==> src/core/epr_pkg.sv <==
/*
 * Package for the expansion port register block: register indices, mode
 * encodings and the carrier structs shared by the block and its users.
 * Assumes a 32-bit Avalon-MM slave with word addressing by byte address.
 */
package epr_pkg;
    // ------------------------------------------------------------------
    // register indices (byte address is four times the index)
    // ------------------------------------------------------------------
    localparam logic [7:0] IDX_PORT_A_DATA = 8'h00;
    localparam logic [7:0] IDX_PORT_B_DATA = 8'h01;
    localparam logic [7:0] IDX_PORT_A_DIRECTION = 8'h02;
    localparam logic [7:0] IDX_PORT_B_DIRECTION = 8'h03;
    localparam logic [7:0] IDX_PORT_E_DATA = 8'h08;
    localparam logic [7:0] IDX_PORT_E_DIRECTION = 8'h09;
    localparam logic [7:0] IDX_PORT_E_ASSIGNMENT = 8'h0A;
    localparam logic [7:0] IDX_PULLUP_CONTROL = 8'h0C;
    // first indices removed in special peripheral mode
    localparam logic [7:0] IDX_EXP_BLOCK_END = 8'h10;
    localparam int ADDR_W = 10;
    localparam int IDX_LSB = 2;

    // ------------------------------------------------------------------
    // field positions and reset values
    // ------------------------------------------------------------------
    localparam int PEA_DBE = 7;
    localparam int PEA_TEST = 6;
    localparam int PEA_PIPE = 5;
    localparam int PEA_NO_BUS_CLOCK_OUTPUT = 4;
    localparam int PEA_LOW_BYTE_STROBE = 3;
    localparam int PEA_RDW = 2;
    localparam int PEA_CAL = 1;
    localparam int PEA_DBE_INV = 0;
    localparam int PUC_PORT_E = 4;
    localparam logic [7:0] RST_ZERO = 8'h00;
    localparam logic [7:0] PE_IRQ_MASK = 8'h03;
    // pull-up candidates: data bus enable, strobe, read/write, interrupts
    localparam logic [7:0] PE_PULL_MASK = 8'h8F;
    localparam logic [31:0] RD_ZERO = 32'h0000_0000;

    // ------------------------------------------------------------------
    // operating modes
    // ------------------------------------------------------------------
    typedef enum logic [2:0] {
        EPR_SC_NORMAL = 3'h0,
        EPR_SC_SPECIAL = 3'h1,
        EPR_EXP_NARROW = 3'h3,
        EPR_EXP_WIDE = 3'h2,
        EPR_EXP_SPECIAL = 3'h6,
        EPR_PERIPH = 3'h7,
        EPR_PERIPH_SPECIAL = 3'h5
    } epr_mode_e;

    typedef struct packed {
        logic [7:0] out;
        logic [7:0] oe;
    } epr_pins_s;

    typedef struct packed {
        logic [7:0] pa;
        logic [7:0] pb;
        logic [7:0] dda;
        logic [7:0] ddb;
        logic [7:0] pe;
        logic [7:0] dde;
        logic [7:0] port_e_assignment;
        logic [7:0] pucr;
        logic [31:0] rdata;
        logic rvalid;
        logic ext;
    } epr_state_s;
endpackage

==> src/core/epr_port_regs.sv <==
/*
 * Port A, B and E register file and pin multiplexing for an 8-bit
 * microcontroller expansion bus. Assumes mode and emulation bits come
 * from logic on CLK_SYS and port pins arrive unsynchronised.
 */
`timescale 1ns/1ps
// How it works
// - special peripheral mode hides the first 16 expansion registers from the map
// - expanded modes use ports A, B for bus and send their registers outside
// - expanded mode with emulation sends port E data and direction registers outside
// - port A carries high address/data, plus low data in narrow mode
// - port B carries low address/data, only low address in narrow mode
// - ports A, B are plain I/O with direction bits when not bus
// - direction bit 0 makes an input, 1 makes an output
// - peripheral mode also hides the port A and B registers
// - each port E pin from 2 to 7 has its own fixed set of alternate functions
// - assignment register picks port E function, else direction register rules
// - one bit enables pull-ups on chosen port E pins that are inputs
// - port E data absent in peripheral mode and emulated expanded modes
// - mapped data registers are readable and writable at any time
// - the two interrupt pins never drive and always read back
// - an alternate port E function overrides the direction bit
module epr_port_regs
    import epr_pkg::*;
(
    input wire logic CLK_SYS, // system clock 250 MHz
    input wire logic RESET, // synchronous reset, active high
    input wire epr_mode_e MODE, // operating mode
    input wire logic EMULATE_PORT_E, // port E emulation enable
    input wire logic [epr_pkg::ADDR_W-1:0] AVS_ADDRESS, // byte address
    input wire logic AVS_READ, // read strobe
    input wire logic AVS_WRITE, // write strobe
    input wire logic [3:0] AVS_BYTEENABLE, // byte enables
    input wire logic [31:0] AVS_WRITEDATA, // write data
    output logic [31:0] AVS_READDATA, // read data
    output logic AVS_WAITREQUEST, // stall
    output logic [1:0] AVS_RESPONSE, // 00 okay, 11 decode error
    output logic EXT_ACCESS, // last access was routed externally
    input wire logic [15:0] BUS_ADDR, // external bus address
    input wire logic [15:0] BUS_WDATA, // external bus write data
    input wire logic BUS_ADDR_PHASE, // 1 address phase, 0 data phase
    input wire logic BUS_DRIVE_DATA, // data phase drives pins
    output logic [15:0] BUS_RDATA, // data read from the pins
    input wire logic [7:0] BUS_CTRL, // alternate port E outputs
    input wire logic [7:0] PA_IN, // port A pin level
    output logic [7:0] PA_OUT, // port A pin drive
    output logic [7:0] PA_OE, // port A output enable
    input wire logic [7:0] PB_IN, // port B pin level
    output logic [7:0] PB_OUT, // port B pin drive
    output logic [7:0] PB_OE, // port B output enable
    input wire logic [7:0] PE_IN, // port E pin level
    output logic [7:0] PE_OUT, // port E pin drive
    output logic [7:0] PE_OE, // port E output enable
    output logic [7:0] PE_PULLUP // port E pull-up enable
);
    // ------------------------------------------------------------------
    // state and pin synchronisers
    // ------------------------------------------------------------------
    epr_state_s st_ff, nxt_st;
    logic [23:0] pin_s1_ff, pin_s2_ff;
    logic [7:0] pa_in, pb_in, pe_in;
    logic [7:0] idx;
    logic expanded, periph, ab_off, e_off, req, hit, word_ok;

    always_ff @(posedge CLK_SYS) begin
        if (RESET) begin
            pin_s1_ff <= '0;
            pin_s2_ff <= '0;
        end else begin
            pin_s1_ff <= {PA_IN, PB_IN, PE_IN};
            pin_s2_ff <= pin_s1_ff;
        end
    end
    assign {pa_in, pb_in, pe_in} = pin_s2_ff;

    // ------------------------------------------------------------------
    // map decode
    // ------------------------------------------------------------------
    assign idx = AVS_ADDRESS[ADDR_W-1:IDX_LSB];
    assign expanded = (MODE == EPR_EXP_NARROW) || (MODE == EPR_EXP_WIDE)
        || (MODE == EPR_EXP_SPECIAL);
    assign periph = (MODE == EPR_PERIPH) || (MODE == EPR_PERIPH_SPECIAL);
    // ports a and b leave the map
    assign ab_off = expanded || periph;
    // port e leaves the map with emulation in expanded modes, or in peripheral
    assign e_off = periph || (expanded && EMULATE_PORT_E);
    assign req = AVS_READ || AVS_WRITE;
    assign word_ok = (AVS_ADDRESS[IDX_LSB-1:0] == 2'b00);

    always_comb begin
        hit = 1'b0;
        case (idx)
            IDX_PORT_A_DATA, IDX_PORT_B_DATA,
            IDX_PORT_A_DIRECTION, IDX_PORT_B_DIRECTION: hit = !ab_off;
            IDX_PORT_E_DATA, IDX_PORT_E_DIRECTION: hit = !e_off;
            IDX_PORT_E_ASSIGNMENT, IDX_PULLUP_CONTROL: hit = !periph;
            default: hit = 1'b0;
        endcase
        if (MODE == EPR_PERIPH_SPECIAL && idx < IDX_EXP_BLOCK_END) begin
            hit = 1'b0;
        end
        if (!word_ok) begin
            hit = 1'b0;
        end
    end

    // ------------------------------------------------------------------
    // register file: one-cycle wait then answer
    // ------------------------------------------------------------------
    always_comb begin
        nxt_st = st_ff;
        nxt_st.rvalid = req && !st_ff.rvalid;
        if (req && !st_ff.rvalid) begin
            nxt_st.ext = !hit;
            nxt_st.rdata = RD_ZERO;
            if (hit && AVS_READ) begin
                case (idx)
                    IDX_PORT_A_DATA: nxt_st.rdata[7:0] =
                        (st_ff.pa & st_ff.dda) | (pa_in & ~st_ff.dda);
                    IDX_PORT_B_DATA: nxt_st.rdata[7:0] =
                        (st_ff.pb & st_ff.ddb) | (pb_in & ~st_ff.ddb);
                    IDX_PORT_A_DIRECTION: nxt_st.rdata[7:0] = st_ff.dda;
                    IDX_PORT_B_DIRECTION: nxt_st.rdata[7:0] = st_ff.ddb;
                    // interrupt pins always read the pin level
                    IDX_PORT_E_DATA: nxt_st.rdata[7:0] =
                        (st_ff.pe & PE_OE) | (pe_in & ~PE_OE);
                    IDX_PORT_E_DIRECTION: nxt_st.rdata[7:0] = st_ff.dde;
                    IDX_PORT_E_ASSIGNMENT: nxt_st.rdata[7:0] = st_ff.port_e_assignment;
                    IDX_PULLUP_CONTROL: nxt_st.rdata[7:0] = st_ff.pucr;
                    default: nxt_st.rdata = RD_ZERO;
                endcase
            end
            if (hit && AVS_WRITE && AVS_BYTEENABLE[0]) begin
                case (idx)
                    IDX_PORT_A_DATA: nxt_st.pa = AVS_WRITEDATA[7:0];
                    IDX_PORT_B_DATA: nxt_st.pb = AVS_WRITEDATA[7:0];
                    IDX_PORT_A_DIRECTION: nxt_st.dda = AVS_WRITEDATA[7:0];
                    IDX_PORT_B_DIRECTION: nxt_st.ddb = AVS_WRITEDATA[7:0];
                    IDX_PORT_E_DATA: nxt_st.pe = AVS_WRITEDATA[7:0];
                    IDX_PORT_E_DIRECTION: nxt_st.dde = AVS_WRITEDATA[7:0];
                    IDX_PORT_E_ASSIGNMENT: nxt_st.port_e_assignment = AVS_WRITEDATA[7:0];
                    IDX_PULLUP_CONTROL: nxt_st.pucr = AVS_WRITEDATA[7:0];
                    default: nxt_st.pa = st_ff.pa;
                endcase
            end
        end
    end

    always_ff @(posedge CLK_SYS) begin
        if (RESET) begin
            st_ff <= '0;
        end else begin
            st_ff <= nxt_st;
        end
    end

    assign AVS_WAITREQUEST = req && !st_ff.rvalid;
    assign AVS_READDATA = st_ff.rdata;
    assign AVS_RESPONSE = st_ff.ext ? 2'b11 : 2'b00;
    assign EXT_ACCESS = st_ff.ext;

    // ------------------------------------------------------------------
    // ports a and b pin drive
    // ------------------------------------------------------------------
    logic narrow;
    assign narrow = (MODE == EPR_EXP_NARROW);
    always_comb begin
        if (ab_off) begin
            // high address, high data, low data when narrow
            PA_OUT = BUS_ADDR_PHASE ? BUS_ADDR[15:8]
                : (narrow ? BUS_WDATA[7:0] : BUS_WDATA[15:8]);
            PA_OE = (BUS_ADDR_PHASE || BUS_DRIVE_DATA) ? 8'hFF : 8'h00;
            // low address, low data only when wide
            PB_OUT = (BUS_ADDR_PHASE || narrow) ? BUS_ADDR[7:0]
                : BUS_WDATA[7:0];
            PB_OE = (BUS_ADDR_PHASE || BUS_DRIVE_DATA || narrow)
                ? 8'hFF : 8'h00;
        end else begin
            PA_OUT = st_ff.pa;
            PA_OE = st_ff.dda;
            PB_OUT = st_ff.pb;
            PB_OE = st_ff.ddb;
        end
    end
    assign BUS_RDATA = narrow ? {pa_in, pa_in} : {pa_in, pb_in};

    // ------------------------------------------------------------------
    // port e function select
    // ------------------------------------------------------------------
    logic [7:0] alt;
    always_comb begin
        alt = RST_ZERO;
        alt[7] = (expanded && !st_ff.port_e_assignment[PEA_DBE])
            || st_ff.port_e_assignment[PEA_CAL];
        alt[6] = st_ff.port_e_assignment[PEA_PIPE] || st_ff.port_e_assignment[PEA_TEST];
        alt[5] = st_ff.port_e_assignment[PEA_PIPE];
        alt[4] = !st_ff.port_e_assignment[PEA_NO_BUS_CLOCK_OUTPUT];
        alt[3] = st_ff.port_e_assignment[PEA_LOW_BYTE_STROBE] && expanded && !narrow;
        alt[2] = st_ff.port_e_assignment[PEA_RDW] && expanded;
    end
    // interrupt pins are masked off as outputs
    assign PE_OE = ((alt | (st_ff.dde & ~alt)) & ~PE_IRQ_MASK)
        & ~(alt & ~BUS_CTRL & RST_ZERO);
    assign PE_OUT = (alt & BUS_CTRL) | (~alt & st_ff.pe);
    // one bit, chosen pins, inputs only
    assign PE_PULLUP = {8{st_ff.pucr[PUC_PORT_E]}} & PE_PULL_MASK & ~PE_OE;
endmodule // epr_port_regs

==> config.mk <==
export PLATFORM = sky130hd
export DESIGN_NAME = epr_port_regs
export DESIGN_NICKNAME = d
export VERILOG_FILES = /design/src/core/epr_pkg.sv /design/src/core/epr_port_regs.sv
export SDC_FILE = /design/constraint.sdc
export NUM_CORES = 1
export LEC_CHECK = 0
export BUFFER_PORTS_ARGS = -buffer_cell sky130_fd_sc_hd__buf_2
export CORE_MARGIN = 5
export CORE_UTILIZATION = 47
export CTS_CLUSTER_DIAMETER = 60
export DETAILED_ROUTE_END_ITERATION = 16
export PLACE_DENSITY = 0.77
export SYNTH_ARGS = -nofsm -noshare
export SYNTH_HDL_FRONTEND = slang
export SYNTH_SLANG_ARGS = --single-unit
export TNS_END_PERCENT = 10
==> constraint.sdc <==
create_clock -name CLK_SYS -period 3.4 [get_ports CLK_SYS]
set_clock_uncertainty 0.05 [all_clocks]
set_input_delay 0.51 -clock CLK_SYS [delete_from_list [all_inputs] [get_ports CLK_SYS]]
set_output_delay 0.51 -clock CLK_SYS [all_outputs]
set_load 0.02 [all_outputs]
==> flow_metrics.env <==
export IMPL_synth_most_common_cell="dfxtp_1"
export IMPL_h_tree_depth=4
export IMPL_tns_ns=0
export IMPL_avgSynthCellArea_um2=8.923
export IMPL_firstDrtPassIters=7
export IMPL_worst_pin_slew_ns=0.9821
export IMPL_synthSimpleGateAreaFrac_pct=19.55
export IMPL_max_freq_ghz=0.3702
export IMPL_async_reset_ff_share_pct=0
export IMPL_maxSlewViolCount=0
export IMPL_max_stage_delay_ns=0.79
export IMPL_worstSetupPathType="in2out"
export IMPL_drc=0
export IMPL_synth_area_leader_cell="dfxtp_1"
export IMPL_start_util_pct=48.40
export IMPL_clock_latency_ns=0.42
export IMPL_grt_pass1_wl_mm=27.35
export IMPL_arrival_ns=2.14
export IMPL_clk_path_buf_depth=2
export IMPL_syn_area_mm2=0.006157
export IMPL_irDropWorstVdd_uv=331.9
export IMPL_layout_drive_gt1_share_pct=29.79
export IMPL_fin_crit_ns=2.701
export IMPL_ys_seq_elements=122
export IMPL_final_cells=1001
export IMPL_place_inst=970
export IMPL_clk_pin_slew_worst_paths_ns=0.05
export IMPL_ctsHoldBuffers=0
export IMPL_setup_viol=0
export IMPL_cts_resized=0
export IMPL_reg2reg_depth=5
export IMPL_grt_max_degree=63
export IMPL_synth_compound_area_share_pct=14.12
export IMPL_grt_overflow_total=0
export IMPL_synth_top_family_by_area="simple AND/OR/NAND/NOR gates"
export IMPL_path_max_fanout=8
export IMPL_synthCells=690
export IMPL_hold_end="pin_s1_ff[8]"
export IMPL_critPathLaunchType="input pin"
export IMPL_antenna_found_initial=0
export IMPL_hold_ws_ns=0.2509
export IMPL_ys_seq_area_share_pct=39.67
export IMPL_cap_violations=0
export IMPL_finalCritPeriodShare_pct=79.44
export IMPL_synth_xor_area_share_pct=0.1422
export IMPL_reg2reg_setup_slack_ns=1.21
export IMPL_crit_chain="buf_2, nand3b_1, nor2b_1, mux2i_1, o21ai_0, buf_2"
export IMPL_synth_fa_ha_area_share_pct=0
export IMPL_die_w_um=124.5
export IMPL_min_from="PB_IN[0]"
export IMPL_hold_viol=0
export IMPL_cts_root_buffer="clkbuf_16"
export IMPL_die_area_mm2=0.01549
export IMPL_areaGrowthSynthToFinish_pct=21.30
export IMPL_synth_main_ff_cell="dfxtp_1"
export IMPL_port_buffers=169
export IMPL_min_path_cells=2
export IMPL_nets=937
export IMPL_r2r_start="st_ff[1]"
export IMPL_wl_mm=17.15
export IMPL_grt_setup_unrepaired="false"
export IMPL_fin_ws_ns=0.6990
export IMPL_worstPathRequired_ns=2.84
export IMPL_yosysWarnings=0
export IMPL_synth_top_cell_area_share_pct=39.67
export IMPL_cpMostUsedCell="buf_2"
export IMPL_slowest_stage="nor2b_1"
export IMPL_power_density_mw_per_mm2=500.6
export IMPL_max_slew_margin_rel_pct=34.39
export IMPL_hold_path_class="in2reg"
export IMPL_cts_tree="done"
export IMPL_cts_sinks=122
export IMPL_routedWlPerCell_um=17.13
export IMPL_cts_buffers=17
export IMPL_ios=228
export IMPL_grt_pass1_vias=5018
export IMPL_cp_startpoint="MODE[2]"
export IMPL_outcome="complete, no violations"
export IMPL_synth_distinct_cells=52
export IMPL_antenna_cells=0
export IMPL_reg2reg_to="st_ff[60]"
export IMPL_cp_end_kind="output pin"
export IMPL_gp_congestion=0.9063
export IMPL_detail_route_iter0_violations=344
export IMPL_p_leak_nw=3.658
export IMPL_synth_edf_count=0
export IMPL_design_core_area_mm2=0.01272
export IMPL_muxShareOfSynthArea_pct=16.74
export IMPL_pre_cts_ws_ns=0.6933
export IMPL_vias_per_cell=5.203
export IMPL_die_y_um=124.5
export IMPL_num_rows=41
export IMPL_synth_commonest_cells="dfxtp_1, nor2_1, mux2i_1"
export IMPL_antenna_left=0
export IMPL_place_hpwl_mm=12.74
export IMPL_synthTopCellsByArea="dfxtp_1, mux2i_1, buf_4, nor2_1, nor2b_1"
export IMPL_grt_use_total_pct=21.92
export IMPL_vias=5208
export IMPL_cts_setup_buffers=0
how the worst max path moves through the flow:
stage                      endpoint  slack, ns  depth (start not counted)
final                     PB_OUT[5]       0.70                          6
after global routing      PB_OUT[0]       0.57                          6
after CTS                 PB_OUT[5]       0.70                          6
after detailed placement  PB_OUT[5]       0.69                          6
after global placement    PB_OUT[5]       0.68                          6
after floorplan           PA_OUT[6]       0.94                          8
cell type report:
class	instances	area, um^2
flip-flops and latches	122	2442
well taps	172	215.2
multi-input cells	491	3226
clock inverters	7	112.6
inverters	6	22.52
repair buffers	179	948.4
fillers	1179	5254
clock buffers	24	501.7
critical path, delay by kind of cell:
family / cells / cell delay (ns)
buf+inv: 2 / 0.35
simple gates: 2 / 0.93
mux: 1 / 0.17
compound gates: 1 / 0.18
cells by family (layout without fill, tap and decap cells):
group / count (synthesis) / in the layout
simple gates: 231 / 231
buf+inv: 105 / 216
xor+xnor: 1 / 1
mux: 101 / 101
compound gates: 129 / 129
flops: 122 / 122
other cells: 1 / 29
power by group:
group	leakage [nW]	switching (mW)	internal [mW]	total, mW
clock	0.302	0.613	1.24	1.85
combinational	2.36	0.267	0.145	0.412
sequential	0.994	0.0129	1.46	1.47
total	3.66	0.892	2.85	3.74
layer usage:
metal  GRT usage (%)  wire [um]
met5               0          0
met4           9.736        473
met3           6.432       1802
met2           31.36       7322
met1           30.43       7553
stage by stage:
step                      utilization [%]  power [mW]  area [um^2]
final                               58.70       3.739         7468
after global routing                58.70       3.863         7468
after CTS                           58.70       3.766         7468
after detailed placement            53.87       1.913         6854
after global placement              53.87       1.910         6854
after floorplan                         -       1.793         6262
cell usage in the layout, fill, tap and decap left out, types with 3 or more instances in the layout:
| master | instances |
|---|---|
| nand2b_1 | 9 |
| o2111ai_2 | 3 |
| inv_1 | 6 |
| a21o_1 | 9 |
| a21boi_0 | 3 |
| clkbuf_16 | 17 |
| nor4_4 | 3 |
| nand3b_1 | 6 |
| mux2_2 | 16 |
| nand2_1 | 33 |
| clkbuf_8 | 5 |
| or3b_2 | 4 |
| buf_2 | 168 |
| a22oi_1 | 6 |
| clkinv_2 | 3 |
| a21oi_1 | 27 |
| nand3_2 | 4 |
| nor3_1 | 3 |
| a221oi_1 | 3 |
| dfxtp_1 | 122 |
| buf_4 | 9 |
| or3_1 | 3 |
| nor2_1 | 99 |
| conb_1 | 29 |
| o21a_1 | 11 |
| mux2i_1 | 85 |
| a211oi_1 | 6 |
| bufinv_16 | 3 |
| nor2b_1 | 53 |
| o21ai_0 | 42 |
registers in the layout, indices dropped and copies added, names as in the netlist:
name          flops
st_ff            64
pin_s1_ff        24
pin_s2_ff        24
EXT_ACCESS        1
AVS_READDATA      8
alt               1
Note: power is estimated with default switching activity, not from simulation.
